**src/hw/rpc_pkg.sv**
```systemverilog
// Purpose: Shared constants and types for the reset and power control block.
// Assumes: Registers are reached over the special function register port at their printed addresses.
// Notes: Timing counts assume the 200 MHz system clock.
package rpc_pkg;

  // Register addresses.
  localparam logic [7:0] RPC_ADDR_POWER_MODE = 8'h87;
  localparam logic [7:0] RPC_ADDR_RESET_SOURCE = 8'hef;
  localparam logic [7:0] RPC_ADDR_MONITOR = 8'hff;

  // Field positions.
  localparam int RPC_BIT_IDLE = 0;
  localparam int RPC_BIT_STOP = 1;
  localparam int RPC_BIT_FLAGS_LO = 2;
  localparam int RPC_BIT_POWER_ON_FLAG = 1;
  localparam int RPC_BIT_MON_ENABLE = 7;
  localparam int RPC_BIT_SUPPLY_STATUS = 6;
  localparam int RPC_BIT_MON_LEVEL = 5;

  // Reset values.
  localparam logic [7:0] RPC_POWER_MODE_RESET = 8'h00;
  localparam logic [7:0] RPC_PORT_LATCH_RESET = 8'hff;
  localparam logic [15:0] RPC_RESET_VECTOR = 16'h0000;

  // Timing.
  localparam int RPC_CLK_MHZ = 200;
  localparam int RPC_POR_DELAY_US = 100;
  localparam int RPC_POR_DELAY_CYCLES = RPC_POR_DELAY_US * RPC_CLK_MHZ;
  localparam int RPC_WDT_DIVIDE = 12;

  // Special function register access.
  typedef struct packed {
    logic wr;
    logic rd;
    logic [7:0] addr;
    logic [7:0] wdata;
  } rpc_sfr_req_t;

  // Core control outputs.
  typedef struct packed {
    logic core_reset;
    logic cpu_clk_gate;
    logic osc_halt;
    logic periph_halt;
    logic int_timer_disable;
    logic osc_select_internal;
    logic wdt_enable;
  } rpc_core_ctl_t;

endpackage

```
**src/hw/rpc_top.sv**
```systemverilog
// Purpose: Power mode control register and power-on / supply monitor reset sequencing.
// Assumes: The analog monitor reports its comparator output; the pin pad resolves drive enables.
// Notes: reset only initialises the controller's own flops after power is first applied.
`timescale 1ns/1ps
module rpc_top
  import rpc_pkg::*;
#(
  parameter int POR_DELAY_CYCLES = RPC_POR_DELAY_CYCLES,
  parameter int PORT_WIDTH = 8
) (
  // Clock and power-on reset of the controller itself
  input wire logic clk,
  input wire logic reset,
  // Special function register port
  input wire rpc_sfr_req_t sfr_req,
  output logic [7:0] sfr_rdata,
  // Asynchronous sources
  input wire logic supply_above_threshold,
  input wire logic other_reset_req,
  input wire logic software_reset_req,
  // Core events
  input wire logic enabled_interrupt,
  input wire logic flash_write_attempt,
  // Core control
  output rpc_core_ctl_t core_ctl,
  output logic [15:0] pc_load_value,
  output logic regulator_calibrate,
  output logic wdt_tick,
  // Reset pin, active low, open drain
  output logic reset_pin_n_out,
  output logic reset_pin_n_oe,
  // Port defaults during reset
  output logic [PORT_WIDTH-1:0] port_latch_force,
  output logic port_force_en,
  output logic port_weak_pullup_en
);

  typedef enum logic [3:0] {
    RPC_ST_POWER_UP = 4'b0001,
    RPC_ST_POR_DELAY = 4'b0010,
    RPC_ST_RUN = 4'b0100,
    RPC_ST_HOLD = 4'b1000
  } rpc_state_t;

  logic [2:0] sync_raw;
  logic supply_ok;
  logic other_rst;
  logic sw_rst;

  rpc_sync #(.WIDTH(3)) u_sync (
    .clk(clk),
    .reset(reset),
    .async_in({supply_above_threshold, other_reset_req, software_reset_req}),
    .sync_out(sync_raw)
  );

  assign supply_ok = sync_raw[2];
  assign other_rst = sync_raw[1];
  assign sw_rst = sync_raw[0];

  rpc_state_t state_q, state_d;
  logic [31:0] delay_q, delay_d;
  logic [5:0] flags_q, flags_d;
  logic stop_q, stop_d;
  logic idle_q, idle_d;
  logic por_flag_q, por_flag_d;
  logic mon_en_q, mon_en_d;
  logic mon_lvl_q, mon_lvl_d;
  logic mon_sel_q, mon_sel_d;
  logic pin_drive_q, pin_drive_d;
  logic flash_err_q, flash_err_d;
  logic [7:0] rdata_q, rdata_d;
  logic cal_q, cal_d;
  logic [3:0] wdt_cnt_q, wdt_cnt_d;
  logic wdt_tick_q, wdt_tick_d;
  logic mon_reset;
  logic any_reset;
  logic in_run;

  function automatic logic sfr_write(input rpc_sfr_req_t req, input logic [7:0] addr);
    sfr_write = req.wr && (req.addr == addr);
  endfunction

  // Selection is kept apart from the power-on flag, which a monitor reset clears while it must keep holding.
  assign mon_reset = mon_en_q && mon_sel_q && !supply_ok;
  assign any_reset = mon_reset || other_rst || sw_rst || flash_err_q;
  assign in_run = (state_q == RPC_ST_RUN);

  always_comb
  begin
    state_d = state_q;
    delay_d = delay_q;
    flags_d = flags_q;
    stop_d = stop_q;
    idle_d = idle_q;
    por_flag_d = por_flag_q;
    mon_en_d = mon_en_q;
    mon_lvl_d = mon_lvl_q;
    mon_sel_d = mon_sel_q;
    pin_drive_d = pin_drive_q;
    flash_err_d = 1'b0;
    cal_d = 1'b0;
    unique case (state_q)
      RPC_ST_POWER_UP:
      begin
        pin_drive_d = 1'b1;
        if (supply_ok)
        begin
          state_d = RPC_ST_POR_DELAY;
          delay_d = '0;
        end
      end
      RPC_ST_POR_DELAY:
      begin
        if (!supply_ok)
        begin
          state_d = RPC_ST_POWER_UP;
        end
        else if (delay_q == 32'(POR_DELAY_CYCLES - 1))
        begin
          // Power-on exit: flag set, monitor enabled, threshold low.
          state_d = RPC_ST_RUN;
          por_flag_d = 1'b1;
          mon_en_d = 1'b1;
          mon_sel_d = 1'b1;
          mon_lvl_d = 1'b0;
          pin_drive_d = 1'b0;
          cal_d = 1'b1;
        end
        else
        begin
          delay_d = delay_q + 32'd1;
        end
      end
      RPC_ST_RUN:
      begin
        if (any_reset)
        begin
          // Registers return to reset values; monitor enable and level survive.
          state_d = RPC_ST_HOLD;
          flags_d = '0;
          stop_d = 1'b0;
          idle_d = 1'b0;
          pin_drive_d = mon_reset;
          por_flag_d = 1'b0;
        end
        else
        begin
          if (sfr_write(sfr_req, RPC_ADDR_POWER_MODE))
          begin
            flags_d = sfr_req.wdata[7:RPC_BIT_FLAGS_LO];
            stop_d = stop_q | sfr_req.wdata[RPC_BIT_STOP];
            idle_d = idle_q | sfr_req.wdata[RPC_BIT_IDLE];
          end
          if (idle_q && enabled_interrupt)
          begin
            idle_d = 1'b0;
          end
          if (sfr_write(sfr_req, RPC_ADDR_RESET_SOURCE))
          begin
            mon_sel_d = sfr_req.wdata[RPC_BIT_POWER_ON_FLAG];
          end
          if (sfr_write(sfr_req, RPC_ADDR_MONITOR))
          begin
            mon_en_d = sfr_req.wdata[RPC_BIT_MON_ENABLE];
            mon_lvl_d = sfr_req.wdata[RPC_BIT_MON_LEVEL];
          end
          // A flash operation is unsafe unless the monitor guards the high threshold.
          if (flash_write_attempt && !(mon_en_q && mon_lvl_q))
          begin
            flash_err_d = 1'b1;
          end
        end
      end
      RPC_ST_HOLD:
      begin
        // An un-calibrated regulator can sit below the high threshold, so this may hold until power-on.
        if (!any_reset)
        begin
          state_d = RPC_ST_RUN;
          pin_drive_d = 1'b0;
          cal_d = 1'b1;
        end
        else
        begin
          pin_drive_d = pin_drive_q | mon_reset;
        end
      end
      default:
      begin
        state_d = RPC_ST_POWER_UP;
      end
    endcase
  end

  // Read data; request bits always read zero.
  always_comb
  begin
    rdata_d = rdata_q;
    if (sfr_req.rd)
    begin
      unique case (sfr_req.addr)
        RPC_ADDR_POWER_MODE: rdata_d = {flags_q, 2'b00};
        RPC_ADDR_RESET_SOURCE: rdata_d = {6'd0, por_flag_q, 1'b0};
        RPC_ADDR_MONITOR: rdata_d = {mon_en_q, supply_ok, mon_lvl_q, 5'd0};
        default: rdata_d = 8'h00;
      endcase
    end
  end

  // Watchdog prescaler runs only outside reset.
  always_comb
  begin
    wdt_cnt_d = wdt_cnt_q;
    wdt_tick_d = 1'b0;
    if (!in_run)
    begin
      wdt_cnt_d = '0;
    end
    else if (wdt_cnt_q == 4'(RPC_WDT_DIVIDE - 1))
    begin
      wdt_cnt_d = '0;
      wdt_tick_d = 1'b1;
    end
    else
    begin
      wdt_cnt_d = wdt_cnt_q + 4'd1;
    end
  end

  always_ff @(posedge clk)
  begin
    if (reset)
    begin
      state_q <= RPC_ST_POWER_UP;
      delay_q <= '0;
      flags_q <= RPC_POWER_MODE_RESET[7:2];
      stop_q <= 1'b0;
      idle_q <= 1'b0;
      por_flag_q <= 1'b0;
      mon_en_q <= 1'b0;
      mon_lvl_q <= 1'b0;
      mon_sel_q <= 1'b0;
      pin_drive_q <= 1'b1;
      flash_err_q <= 1'b0;
      rdata_q <= 8'h00;
      cal_q <= 1'b0;
      wdt_cnt_q <= '0;
      wdt_tick_q <= 1'b0;
    end
    else
    begin
      state_q <= state_d;
      delay_q <= delay_d;
      flags_q <= flags_d;
      stop_q <= stop_d;
      idle_q <= idle_d;
      por_flag_q <= por_flag_d;
      mon_en_q <= mon_en_d;
      mon_lvl_q <= mon_lvl_d;
      mon_sel_q <= mon_sel_d;
      pin_drive_q <= pin_drive_d;
      flash_err_q <= flash_err_d;
      rdata_q <= rdata_d;
      cal_q <= cal_d;
      wdt_cnt_q <= wdt_cnt_d;
      wdt_tick_q <= wdt_tick_d;
    end
  end

  // Outputs are registered or tied to constants; the control word is built from state_q, any_reset and the next-state idle_d and stop_d values.
  rpc_core_ctl_t ctl_q, ctl_d;
  logic [PORT_WIDTH-1:0] latch_q;
  logic force_q;

  always_comb
  begin
    ctl_d.core_reset = !in_run || any_reset;
    ctl_d.cpu_clk_gate = idle_d || stop_d;
    ctl_d.osc_halt = stop_d;
    ctl_d.periph_halt = stop_d;
    ctl_d.int_timer_disable = !in_run || stop_d;
    ctl_d.osc_select_internal = 1'b1;
    ctl_d.wdt_enable = in_run;
  end

  always_ff @(posedge clk)
  begin
    if (reset)
    begin
      ctl_q <= '{1'b1, 1'b0, 1'b0, 1'b0, 1'b1, 1'b1, 1'b0};
      latch_q <= '1;
      force_q <= 1'b1;
    end
    else
    begin
      ctl_q <= ctl_d;
      latch_q <= {PORT_WIDTH{1'b1}};
      force_q <= ctl_d.core_reset;
    end
  end

  assign core_ctl = ctl_q;
  assign sfr_rdata = rdata_q;
  // Stack pointer and registers are reset by core_reset; data memory has no reset path.
  assign pc_load_value = RPC_RESET_VECTOR;
  assign regulator_calibrate = cal_q;
  assign wdt_tick = wdt_tick_q;
  assign reset_pin_n_out = 1'b0;
  assign reset_pin_n_oe = pin_drive_q;
  assign port_latch_force = latch_q;
  assign port_force_en = force_q;
  assign port_weak_pullup_en = 1'b1;

endmodule

```
**src/hw/rpc_sync.sv**
```systemverilog
// Purpose: Two-flop synchroniser for asynchronous reset source levels.
// Assumes: Inputs arrive from outside the clock domain.
// Notes: The first stage is read only by the second.
`timescale 1ns/1ps
module rpc_sync #(
  parameter int WIDTH = 4
) (
  // Clock and reset
  input wire logic clk,
  input wire logic reset,
  // Data
  input wire logic [WIDTH-1:0] async_in,
  output logic [WIDTH-1:0] sync_out
);

  logic [WIDTH-1:0] meta_q;
  logic [WIDTH-1:0] sync_q;

  always_ff @(posedge clk)
  begin
    if (reset)
    begin
      meta_q <= '0;
      sync_q <= '0;
    end
    else
    begin
      meta_q <= async_in;
      sync_q <= meta_q;
    end
  end

  assign sync_out = sync_q;

endmodule

```
**config.mk**
```make
export PLATFORM = sky130hd
export DESIGN_NAME = rpc_top
export DESIGN_NICKNAME = d
export VERILOG_FILES = /design/src/hw/rpc_pkg.sv /design/src/hw/rpc_top.sv /design/src/hw/rpc_sync.sv
export SDC_FILE = /design/constraint.sdc
export NUM_CORES = 1
export LEC_CHECK = 0
export BUFFER_PORTS_ARGS = -buffer_cell sky130_fd_sc_hd__buf_2
export CAP_MARGIN = 20
export CORE_ASPECT_RATIO = 0.7
export CORE_MARGIN = 2
export CORE_UTILIZATION = 50
export CTS_CLUSTER_DIAMETER = 80
export DETAILED_ROUTE_END_ITERATION = 8
export PLACE_DENSITY = 0.73
export SETUP_SLACK_MARGIN = 0.5
export SYNTH_ARGS = -nofsm -noshare
export SYNTH_HDL_FRONTEND = slang
export SYNTH_SLANG_ARGS = --single-unit
```
**constraint.sdc**
```tcl
create_clock -name clk -period 5 [get_ports clk]
set_input_delay 1 -clock clk [delete_from_list [all_inputs] [get_ports clk]]
set_output_delay 1 -clock clk [all_outputs]
set_load 0.005 [all_outputs]
```
; ---- Word-level counts from Yosys, hierarchy flattened
; Index checks and enable logic that the tools add are counted.
[totals]
reg_bits = 75
out_inout_bits = 45
wordCells = 122
input_bits = 25
[op_classes]
eq_ne = 19
n_addsub = 2
bitwise = 4
reduce_logical = 31
mux = 44
[ops]
columns = operator, count
row1 = 32-bit two-way mux, 3
row2 = 32-bit case mux with 2 select lines, 1
row3 = "32-bit by 1-bit adder with 32-bit output, second input constant", 1
row4 = "32-bit by 15-bit equality test with 1-bit output, second input constant", 1
row5 = 1-bit two-way mux, 25
row6 = "8-bit equality test, second input constant", 3
row7 = 8-bit case mux with 3 select lines, 1
row8 = 4-bit two-way mux, 5
row9 = 4-bit case mux with 4 select lines, 1
row10 = 4-bit AND reduction, 4
row11 = 6-bit two-way mux, 2
row12 = "2-bit inequality test, second input constant", 5
row13 = 1-bit case mux with 2 select lines, 5
row14 = 5-bit AND reduction, 2
row15 = "4-bit equality test, second input constant", 2
row16 = 1-bit logical AND, 8
row17 = "2-bit by 1-bit inequality test with 1-bit output, second input constant", 4
row18 = 1-bit logical OR, 6
row19 = 2-bit nonzero test, 3
row20 = 3-bit OR reduction, 2
row21 = "4-bit by 1-bit adder with 4-bit output, second input constant", 1
row22 = "4-bit by 1-bit equality test with 1-bit output, second input constant", 1
row23 = "4-bit by 2-bit equality test with 1-bit output, second input constant", 1
row24 = "4-bit by 3-bit equality test with 1-bit output, second input constant", 1
row25 = 8 further kinds, 12

; ---- Logic depth before layout (Yosys ltp)
; Gate-level depths: netlist of run 1.
[depth]
depth_word = 8
depth_mapped = 9
mapped_depth_nobuf = 6

; ---- Modules after synthesis
; Synthesis of run 1 repeated with hierarchy kept, for this count alone.
[unflattened]
hier_cells = 442
area_unflattened_um2 = 3742.3
[modules_own_cells]
columns = mod, seq_area_each_um2, cells_per_inst, area_per_inst_um2, instances
row1 = rpc_top, 1341.3, 430, 3584.7, 1
row2 = rpc_sync, 120.1, 12, 157.7, 1

; ---- Worst setup path before layout of run 1
; Ideal clock, no wire load.
[synth_timing]
path_type = reg2reg
from = register delay_q[12]
to = register delay_q[25]
arrival_ns = 2.082
setup_time_ns = 0.121
stages_incl_launch_ff = 7
period_less_slack_ns = 2.203
t_required_ns = 4.879
setup_slack_ns = 2.797
n_path_buf = 1
path_cell_list = dfxtp_1 -> nand4_2 -> or4_4 -> or3_1 -> buf_2 -> nor4_1 -> mux2_2
[synth_between]
elab_chain_cells = 4
word_cells_on_any_way = 7
cone_classes = add/sub (1) / eq/ne (2) / mux (3) / reduce/logical (1)
[synth_rtl]
columns = item, line_no
row1 = start: declaration, rpc_top.sv:62  ; logic [31:0] delay_q, delay_d;
row2 = start signal: assignment, rpc_top.sv:254  ; delay_q <= delay_d;
row3 = 32-bit by 1-bit adder with 32-bit output, rpc_top.sv:132  ; delay_d = delay_q + 32'd1;
row4 = 32-bit two-way mux, rpc_top.sv:119  ; else if (delay_q == 32'(POR_DELAY_CYCLES - 1))
row5 = 32-bit two-way mux, rpc_top.sv:115  ; if (!supply_ok)
row6 = 32-bit case mux with 2 select lines, rpc_top.sv:103  ; unique case (state_q)
; Parallel ways exist; a longest one is shown, timed or not. The select of a mux whose other input is x is not followed.
; A chain may end at the register's enable or synchronous reset.

==> results of run 1 <==
-- cells by family after synthesis --
logic type,Yosys count
flops,73
buf+inv,59
simple gates,209
mux,4
other cells,2
fa+ha+maj,2
xor+xnor,17
compound gates,79
-- layer usage --
layer  vias to the layer above  GRT usage, %
met5                         -             0
met4                         0          7.27
met3                        13          4.96
met2                       108          29.7
met1                      1495          30.9
li1                       1607             -
-- cells in the mapped netlist (2+ instances only) --
master     n
o31ai_1    7
nor2_1    44
and4_2     2
nor4_1    11
nor3b_1    2
clkbuf_1  11
nand2b_1   9
nand3b_1   4
xor2_1     7
nor2b_1    9
o21ai_0   15
a22oi_1    9
buf_6      2
dfxtp_1   73
a21oi_1   30
conb_1     2
clkbuf_8   2
o211a_1    2
and2_1     7
a211oi_1   3
o211ai_1   2
nor3_1    11
or4_1     10
buf_4     31
buf_2      2
nor4b_1    2
nand4_1   10
ha_1       2
mux2i_1    2
and4_1     5
inv_1     10
nand3_1   22
nand2_1   32
mux2_2     2
xnor2_1   10
or3_1     10
and3_1     7
or2_2      2
-- critical path, cell delays in order --
cell     delay [ns]
buf_2          0.28
inv_1          0.24
nand2_1        0.62
or4_1          0.71
nand2_1        0.07
-- registers in the layout, summed over array words and instances, names as in the netlist --
name	flops
u_sync.sync_out	3
delay_q	32
state_q	4
core_ctl	4
flash_err_q	1
regulator_calibrate	1
u_sync.meta_q	3
reset_pin_n_oe	1
mon_en_q	1
wdt_cnt_q	4
por_flag_q	1
sfr_rdata	7
wdt_tick	1
mon_lvl_q	1
idle_q	1
mon_sel_q	1
port_force_en	1
flags_q	6
-- final cells by class --
type / instances / area, um^2 / share of cell area (%)
inverters: 10 / 37.5 / 0.929
repair buffers: 42 / 213 / 5.26
flip-flops and latches: 73 / 1460 / 36.2
clock buffers: 9 / 124 / 3.07
multi-input cells: 339 / 1980 / 49.0
clock inverters: 7 / 103 / 2.54
well taps: 98 / 123 / 3.03
-- worst min-delay path by stage --
stage                           startpoint                       endpoint  slack (ns)  cells after the start
5_1_grt        u_sync.meta_q[1]$_SDFF_PP0_  u_sync.sync_out[1]$_SDFF_PP0_        0.46                      1
4_1_cts        u_sync.meta_q[1]$_SDFF_PP0_  u_sync.sync_out[1]$_SDFF_PP0_        0.44                      1
3_3_place_gp   u_sync.meta_q[2]$_SDFF_PP0_  u_sync.sync_out[2]$_SDFF_PP0_        0.42                      1
6_report       u_sync.meta_q[1]$_SDFF_PP0_  u_sync.sync_out[1]$_SDFF_PP0_        0.44                      1
3_5_place_dp   u_sync.meta_q[2]$_SDFF_PP0_  u_sync.sync_out[2]$_SDFF_PP0_        0.42                      1
2_1_floorplan  u_sync.meta_q[0]$_SDFF_PP0_  u_sync.sync_out[0]$_SDFF_PP0_        0.41                      1
-- power breakdown --
group	switching, mW	internal, mW	total [mW]
clock network	0.236	0.286	0.521
logic	0.0489	0.0280	0.0769
registers	0.00921	0.587	0.596
-- cells in the final DEF, fill, tap and decap left out, types with 9 or more instances in the layout --
cell type / count
nand4_1: 10
or4_1: 10
a21oi_1: 30
dfxtp_1: 73
nand2_1: 32
or3_1: 10
xnor2_1: 10
inv_1: 10
nand2b_1: 9
nor4_1: 11
nor2_1: 44
a22oi_1: 9
clkbuf_8: 9
o21ai_0: 15
nand3_1: 22
nor2b_1: 9
nor3_1: 11
buf_2: 41
conb_1: 28
-- metrics by stage --
| step | util (%) | total power [mW] | hold slack, ns | std cells |
|---|---|---|---|---|
| floorplan | - | 0.679 | 0.414 | 471 |
| global placement | 52.6 | 0.684 | 0.423 | 562 |
| detailed placement | 52.6 | 0.684 | 0.422 | 562 |
| CTS | 55.7 | 1.20 | 0.441 | 578 |
| global route | 55.7 | 1.24 | 0.458 | 578 |
| finish | 55.7 | 1.19 | 0.439 | 578 |
==> flow_metrics.env, run 1 <==
export IMPL_wirelength_um=8200
export IMPL_first_global_vias=2881
export IMPL_rsz0062_at_grt="no"
export IMPL_num_rows=26
export IMPL_fillers=692
export IMPL_async_reset_ff_share_pct=0
export IMPL_syn_inst=445
export IMPL_layout_drive_gt1_share_pct=15.0
export IMPL_place_congestion=0.839
export IMPL_syn_area_um2=3720
export IMPL_htreeDepth=3
export IMPL_dp_hpwl_um=5790
export IMPL_wire_per_inst_um=14.2
export IMPL_worstMarginPinSlew_ns=1.02
export IMPL_setup_worst_path_end="delay_q[2]$_SDFFE_PP0P_"
export IMPL_pin_count=70
export IMPL_yosysWarnings=0
export IMPL_hp_class="reg2reg"
export IMPL_end_kind="register"
export IMPL_diodes=0
export IMPL_syn_to_final_growth_pct=8.64
export IMPL_grt_max_degree=33
export IMPL_crit_path_start="reset"
export IMPL_top_layer="met4"
export IMPL_antenna_left=0
export IMPL_p_leak_nw=1.50
export IMPL_fmax_ghz=0.378
export IMPL_worstPathRequired_ns=5.30
export IMPL_synth_compound_area_share_pct=13.1
export IMPL_post_cts_buffers=0
export IMPL_grt_usage_pct=21.0
export IMPL_slew_viol_final=0
export IMPL_clock_skew_ns=0.00712
export IMPL_crit_arrival_ns=2.95
export IMPL_synthMuxAreaShare_pct=1.14
export IMPL_worstRegToRegCells=5
export IMPL_io_buffers=41
export IMPL_place_area_um2=3810
export IMPL_wl_met1_um=4150
export IMPL_wl_met2_um=3420
export IMPL_critPathKind="in2reg"
export IMPL_ys_seq_area_share_pct=39.3
export IMPL_setup_viol=0
export IMPL_synth_simple_gate_area_share_pct=31.5
export IMPL_drv_cap=0
export IMPL_wl_met3_um=492
export IMPL_clock_root_buffer="clkbuf_8"
export IMPL_synth_largest_area_cell="dfxtp_1"
export IMPL_start_kind="primary input"
export IMPL_clkLatencyLatePin_ns=0.36
export IMPL_initial_core_util_pct=51.3
export IMPL_grt_overflow=0
export IMPL_cts_path_max_buffers=2
export IMPL_drt_initial_drc_count=223
export IMPL_synth_edf_count=0
export IMPL_grt_pass1_wl_um=13800
export IMPL_fp_dieW_um=107
export IMPL_nNetsFinal=502
export IMPL_slew_headroom_pct=32.0
export IMPL_cts_tree="built"
export IMPL_synth_top_family_by_area="simple AND/OR/NAND/NOR gates"
export IMPL_synth_area_leaders="dfxtp_1 (39%), buf_4 (6.3%), nor2_1 (4.4%), a21oi_1 (4.0%), nand2_1 (3.2%)"
export IMPL_viasPerCell=5.58
export IMPL_pwr_density_cell_nw_per_um2=295
export IMPL_synthXorXnorAreaFrac_pct=4.00
export IMPL_cts_clk_slew_worst_paths_ns=0.08
export IMPL_setup_ws_ns=2.35
export IMPL_clock_sinks=73
export IMPL_reg2reg_from="state_q[3]$_SDFFE_PP0P_"
export IMPL_setup_tns_ns=0
export IMPL_vias=3223
export IMPL_dr_pass1_iters=5
export IMPL_crit_fanout=32
export IMPL_coreArea_um2=7250
export IMPL_ys_ff_latch=73
export IMPL_regToRegSetupSlack_ns=2.42
export IMPL_hold_viol=0
export IMPL_drc=0
export IMPL_antenna_found_initial=0
export IMPL_syn_mean_instance_area_um2=8.36
export IMPL_numCtsBuffers=9
export IMPL_status="completed"
export IMPL_die_h_um=76.2
export IMPL_synth_cell_types=60
export IMPL_post_cts_resized=0
export IMPL_synth_top_area_share_pct=39.3
export IMPL_ir_worst_vdd_mv=0.247
export IMPL_cts_hold_buf=0
export IMPL_reg2reg_to="delay_q[31]$_SDFFE_PP0P_"
export IMPL_design_area_um2=4040
export IMPL_min_period_ns=2.65
export IMPL_post_place_ws_ns=2.00
export IMPL_fin_crit_sh_pct=52.9
export IMPL_synth_ff_type="dfxtp_1"
export IMPL_dieArea_um2=8160
export IMPL_synthAdderAreaFrac_pct=0.673
Note: power is estimated with default switching activity, not from simulation.
==> inputs of run 2 (changes only) <==
==> constraint.sdc (replaced) <==
create_clock -name clk -period 2.6 [get_ports clk]
set_input_delay 0.52 -clock clk [delete_from_list [all_inputs] [get_ports clk]]
set_output_delay 0.52 -clock clk [all_outputs]
set_load 0.005 [all_outputs]
==> run 2 against run 1 <==
Net effect:
- worst hold slack worse by 0.055 ns
- highest routed layer unchanged
- die area unchanged
- critical endpoint is now delay_q[29]$_SDFFE_PP0P_
- largest cell class unchanged
- global-route usage up 1.1 points
- register-to-register slack got worse by 2.0 ns
==> flow_metrics.env, run 2 (synthesis results as in run 1) <==
export IMPL_syn_to_final_growth_pct=15.9
export IMPL_clock_root_buffer="clkbuf_8"
export IMPL_cts_path_max_buffers=2
export IMPL_min_to="u_sync.meta_q[2]$_SDFF_PP0_"
export IMPL_grt_max_degree=32
export IMPL_setup_ws_ns=0.399
export IMPL_num_rows=26
export IMPL_cts_tree="built"
export IMPL_layout_common_cells="dfxtp_1 (57), nor2_1 (43), buf_2 (41), nand2_1 (31), a21oi_1 (29)"
export IMPL_hp_class="in2reg"
export IMPL_grt_pass1_wl_um=14400
export IMPL_setup_tns_ns=0
export IMPL_grt_overflow=0
export IMPL_fin_crit_sh_pct=84.7
export IMPL_dp_cells=575
export IMPL_clock_sinks=73
export IMPL_cts_clk_slew_worst_paths_ns=0.08
export IMPL_io_buffers=41
export IMPL_fp_dieW_um=107
export IMPL_worstRegToRegCells=5
export IMPL_viasPerCell=5.60
export IMPL_coreArea_um2=7250
export IMPL_dp_hpwl_um=6320
export IMPL_antenna_left=0
export IMPL_numCtsBuffers=9
export IMPL_pwr_density_cell_nw_per_um2=555
export IMPL_rsz0062_at_grt="yes"
export IMPL_pin_count=70
export IMPL_critPathKind="reg2reg"
export IMPL_regToRegSetupSlack_ns=0.40
export IMPL_wirelength_um=8810
export IMPL_fmax_ghz=0.454
export IMPL_setup_viol=0
export IMPL_post_place_ws_ns=0.410
export IMPL_initial_core_util_pct=51.3
export IMPL_drc=0
export IMPL_antenna_found_initial=0
export IMPL_whs_ns=0.383
export IMPL_min_period_ns=2.20
export IMPL_reg2reg_to="delay_q[29]$_SDFFE_PP0P_"
export IMPL_status="completed"
export IMPL_drt_initial_drc_count=198
export IMPL_worstPathRequired_ns=2.86
export IMPL_largest_reg_flops=32
export IMPL_vias=3320
export IMPL_place_area_um2=3930
export IMPL_slew_headroom_pct=58.4
export IMPL_crit_fanout=7
export IMPL_final_common_cell="dfxtp_1"
export IMPL_regMostFlops="delay_q"
export IMPL_dieArea_um2=8160
export IMPL_diodes=0
export IMPL_design_area_um2=4310
export IMPL_clock_skew_ns=0.0113
export IMPL_clkLatencyLatePin_ns=0.35
export IMPL_start_kind="register"
export IMPL_die_h_um=76.2
export IMPL_slew_viol_final=0
export IMPL_nNetsFinal=517
export IMPL_reg2reg_from="delay_q[19]$_SDFFE_PP0P_"
export IMPL_end_kind="register"
export IMPL_min_delay_start="supply_above_threshold"
export IMPL_htreeDepth=3
export IMPL_wire_per_inst_um=14.9
export IMPL_crit_arrival_ns=2.46
export IMPL_worstMarginPinSlew_ns=0.623
export IMPL_fin_cells=593
export IMPL_p_total_mw=2.39
export IMPL_ir_worst_vdd_mv=0.453
export IMPL_hold_depth=2
export IMPL_first_global_vias=2953
export IMPL_fin_util_pct=59.4
export IMPL_hold_viol=0
export IMPL_place_congestion=0.937
export IMPL_layout_drive_gt1_share_pct=24.2
export IMPL_p_leak_nw=1.63
export IMPL_drv_cap=0
export IMPL_grt_usage_pct=22.0
export IMPL_dr_pass1_iters=5
run 2: changes by cell type in the layout (fill, tap and decap cells not counted), sizes merged:
cell      change
buf          +15
clkinvlp      -1
clkinv        +1
bufinv        +1
inv           -2
clkbuf        +1
run 2: how the worst max path moves through the flow:
stage                                  start                        to  slack, ns  depth (start not counted)
detailed placement   delay_q[0]$_SDFFE_PP0P_  delay_q[24]$_SDFFE_PP0P_       0.41                          6
CTS                 delay_q[19]$_SDFFE_PP0P_  delay_q[29]$_SDFFE_PP0P_       0.46                          5
global placement    delay_q[17]$_SDFFE_PP0P_  delay_q[23]$_SDFFE_PP0P_       0.46                          5
floorplan           delay_q[19]$_SDFFE_PP0P_  delay_q[25]$_SDFFE_PP0P_       0.52                          6
global route        delay_q[19]$_SDFFE_PP0P_  delay_q[29]$_SDFFE_PP0P_       0.36                          5
finish              delay_q[19]$_SDFFE_PP0P_  delay_q[29]$_SDFFE_PP0P_       0.40                          5
run 2: layout make-up:
type	count	area, um^2
Clock buffer	10	138
Timing Repair Buffer	57	325
Fill cell	630	2940
Inverter	10	37.5
Multi-Input combinational cell	339	2090
Sequential cell	73	1490
Clock inverter	6	105
Tap cell	98	123
run 2: routing by layer:
layer | track usage [%] | routed length [um] | vias to the layer above
li1 | - | - | 1627
met5 | 0 | 0 | -
met2 | 31.2 | 3790 | 123
met1 | 32.6 | 4310 | 1561
met4 | 6.75 | 104 | 0
met3 | 5.65 | 604 | 9
run 2: what timing repair did:
item,in CTS,in global routing
pin swaps,1,2
hold buffers,0,0
setup endpoints to repair,11,28
resized for setup,12,24
setup buffers,0,2
run 2: where the power goes:
part / switching [mW] / internal [mW]
registers: 0.00923 / 1.12
logic: 0.114 / 0.0681
clock network: 0.418 / 0.658
run 2: worst max-delay path, cell delays in order (launching register included):
cell and delay, ns:
dfxtp_4 0.38, nand4_4 0.11, or4_4 0.53, or3_4 0.40, or4_4 0.51, a21oi_2 0.19
==> inputs of run 3 (changes only) <==
--- a/config.mk
+++ b/config.mk
@@ -12,7 +12,7 @@
 export CORE_UTILIZATION = 50
 export CTS_CLUSTER_DIAMETER = 80
 export DETAILED_ROUTE_END_ITERATION = 8
-export PLACE_DENSITY = 0.73
+export PLACE_DENSITY = 0.76
 export SETUP_SLACK_MARGIN = 0.5
 export SYNTH_ARGS = -nofsm -noshare
 export SYNTH_HDL_FRONTEND = slang
==> constraint.sdc (replaced) <==
create_clock -name clk -period 1.8 [get_ports clk]
set_input_delay 0.36 -clock clk [delete_from_list [all_inputs] [get_ports clk]]
set_output_delay 0.36 -clock clk [all_outputs]
set_load 0.005 [all_outputs]
==> run 3 against run 2 <==
Net effect:
- the run now ends with DRC, setup timing left
- via count is 39% higher
- global-route usage is 11 points higher
- power is 45% higher
- flip-flop and latch count stayed put
- worst hold slack worse by 0.17 ns
- routed wire length is 88% higher
- non-clock buffer count is 99 higher
- critical path depth is 1 higher
- core utilization is 20 points higher
- sequential share of layout area is 8.5 points lower
- critical path type unchanged
- critical endpoint is now delay_q[26]$_SDFFE_PP0P_
- largest cell class unchanged
- highest routed layer unchanged
==> flow_metrics.env, run 3 (synthesis results as in run 1) <==
export IMPL_seq_power_share_pct=47.7
export IMPL_violations="DRC, setup timing"
export IMPL_vias=4618
export IMPL_layout_common_cells="buf_4 (82), dfxtp_1 (54), buf_2 (41), nor2_1 (39), buf_6 (32)"
export IMPL_die_h_um=76.2
export IMPL_slew_headroom_pct=52.5
export IMPL_min_to="u_sync.meta_q[0]$_SDFF_PP0_"
export IMPL_hold_viol=0
export IMPL_num_rows=26
export IMPL_dr_pass1_iters=9
export IMPL_numCtsBuffers=9
export IMPL_grt_overflow=0
export IMPL_worstMarginPinSlew_ns=0.713
export IMPL_crit_fanout=3
export IMPL_critPathKind="reg2reg"
export IMPL_wirelength_um=16600
export IMPL_cts_clk_slew_worst_paths_ns=0.08
export IMPL_regMostFlops="delay_q"
export IMPL_antenna_found_initial=1
export IMPL_grt_pass1_wl_um=21200
export IMPL_dp_hpwl_um=7040
export IMPL_cts_hold_buf=0
export IMPL_cts_path_max_buffers=2
export IMPL_hold_depth=2
export IMPL_clkLatencyLatePin_ns=0.35
export IMPL_final_common_cell="buf_4"
export IMPL_fp_dieW_um=107
export IMPL_htreeDepth=3
export IMPL_largest_reg_flops=32
export IMPL_pin_count=70
export IMPL_clock_root_buffer="clkbuf_8"
export IMPL_post_place_ws_ns=-0.365
export IMPL_whs_ns=0.214
export IMPL_regArea_um2=1500
export IMPL_grt_max_degree=18
export IMPL_place_congestion=0.902
export IMPL_fmax_ghz=0.469
export IMPL_worstRegToRegCells=6
export IMPL_grt_usage_pct=32.6
export IMPL_path_cells="inv_1 -> or4_4 -> buf_4 -> or4_1 -> or3_1 -> a21oi_2"
export IMPL_cp_slowest_cell="or4_4"
export IMPL_fillers=359
export IMPL_antenna_left=0
export IMPL_setup_viol=46
export IMPL_pwr_density_cell_nw_per_um2=602
export IMPL_io_buffers=41
export IMPL_clock_sinks=73
export IMPL_syn_to_final_growth_pct=54.3
export IMPL_reg2reg_from="delay_q[21]$_SDFFE_PP0P_"
export IMPL_setup_ws_ns=-0.333
export IMPL_regToRegSetupSlack_ns=-0.33
export IMPL_first_global_vias=4041
export IMPL_p_int_mw=2.52
export IMPL_p_leak_nw=2.33
export IMPL_cts_tree="built"
export IMPL_start_kind="register"
export IMPL_layout_drive_gt1_share_pct=49.8
export IMPL_crit_arrival_ns=2.42
export IMPL_ir_worst_vdd_mv=0.444
export IMPL_drv_cap=0
export IMPL_slew_viol_final=0
export IMPL_switching_share_pct=27.1
export IMPL_drt_initial_drc_count=730
export IMPL_coreArea_um2=7250
export IMPL_min_period_ns=2.13
export IMPL_wire_per_inst_um=23.9
export IMPL_place_area_um2=4540
export IMPL_p_comb_share_pct=13.0
export IMPL_hp_class="in2reg"
export IMPL_reg2reg_to="delay_q[26]$_SDFFE_PP0P_"
export IMPL_clock_power_share_pct=39.3
export IMPL_drc=2
export IMPL_netSwitchingPower_mw=0.936
export IMPL_design_area_um2=5740
export IMPL_multi_input_area_um2=2670
export IMPL_end_kind="register"
export IMPL_rsz0062_at_grt="yes"
export IMPL_viasPerCell=6.66
export IMPL_clock_skew_ns=0.0146
export IMPL_status="complete, but fails checks"
export IMPL_dieArea_um2=8160
export IMPL_slowest_delay_ns=0.56
export IMPL_nNetsFinal=617
export IMPL_min_delay_start="software_reset_req"
export IMPL_fin_util_pct=79.1
export IMPL_worstPathRequired_ns=2.09
export IMPL_initial_core_util_pct=51.3
export IMPL_fin_crit_sh_pct=119
==> run 3: worst max path at each step <==
stage | start | end | cells after the start
2_1_floorplan | delay_q[19]$_SDFFE_PP0P_ | delay_q[25]$_SDFFE_PP0P_ | 6
3_3_place_gp | delay_q[20]$_SDFFE_PP0P_ | delay_q[25]$_SDFFE_PP0P_ | 5
3_5_place_dp | delay_q[20]$_SDFFE_PP0P_ | delay_q[25]$_SDFFE_PP0P_ | 5
4_1_cts | delay_q[20]$_SDFFE_PP0P_ | delay_q[26]$_SDFFE_PP0P_ | 6
5_1_grt | state_q[1]$_SDFFE_PP0P_ | delay_q[15]$_SDFFE_PP0P_ | 5
6_report | delay_q[21]$_SDFFE_PP0P_ | delay_q[26]$_SDFFE_PP0P_ | 6
==> run 3: worst max-delay path, delay by kind of cell (launching register included) <==
family                 cells  cell delay (ns)
DFF                        1             0.37
AOI/OAI and AO/OA          1             0.13
and+or+nand+nor            3             1.33
buffers and inverters      2             0.24
==> run 3: what timing repair did <==
action                                  4_1_cts  5_1_grt
gates cloned                                  1        0
buffers inserted                             25       14
gates resized for setup                     106       54
endpoints found under the setup margin       59       64
endpoints found under the hold margin         0        0
pin swaps                                    42       22
==> run 3: layer usage <==
metal	routed length, um	GRT usage [%]	part of all wire, %
met1	5930	43.5	36
met4	1510	15.3	9.1
met2	6920	50.4	42
met3	2200	6.93	13
met5	0	0	0
==> run 3: area by class of cell <==
cell class	count	share of cell area (%)
Sequential cell	73	26.1
Inverter	10	0.785
Clock buffer	11	2.64
Timing Repair Buffer	156	20.9
Multi-Input combinational cell	340	46.4
Antenna cell	1	0.0436
Clock inverter	4	0.894
Tap cell	98	2.14
==> run 3: power by group through the flow <==
stage	clock [mW]	combinational (mW)	sequential [mW]
6_report	1.36	0.450	1.65
5_1_grt	1.42	0.470	1.65
4_1_cts	1.35	0.366	1.65
3_5_place_dp	0	0.302	1.68
3_3_place_gp	0	0.297	1.68
2_1_floorplan	0	0.244	1.68
==> run 3: per-stage QoR <==
step | instances | setup TNS [ns] | total power [mW]
2_1_floorplan | 471 | -1.55 | 1.92
3_3_place_gp | 637 | -2.40 | 1.98
5_1_grt | 693 | -8.55 | 3.54
4_1_cts | 678 | -2.60 | 3.36
6_report | 693 | -7.11 | 3.46
3_5_place_dp | 637 | -4.05 | 1.99
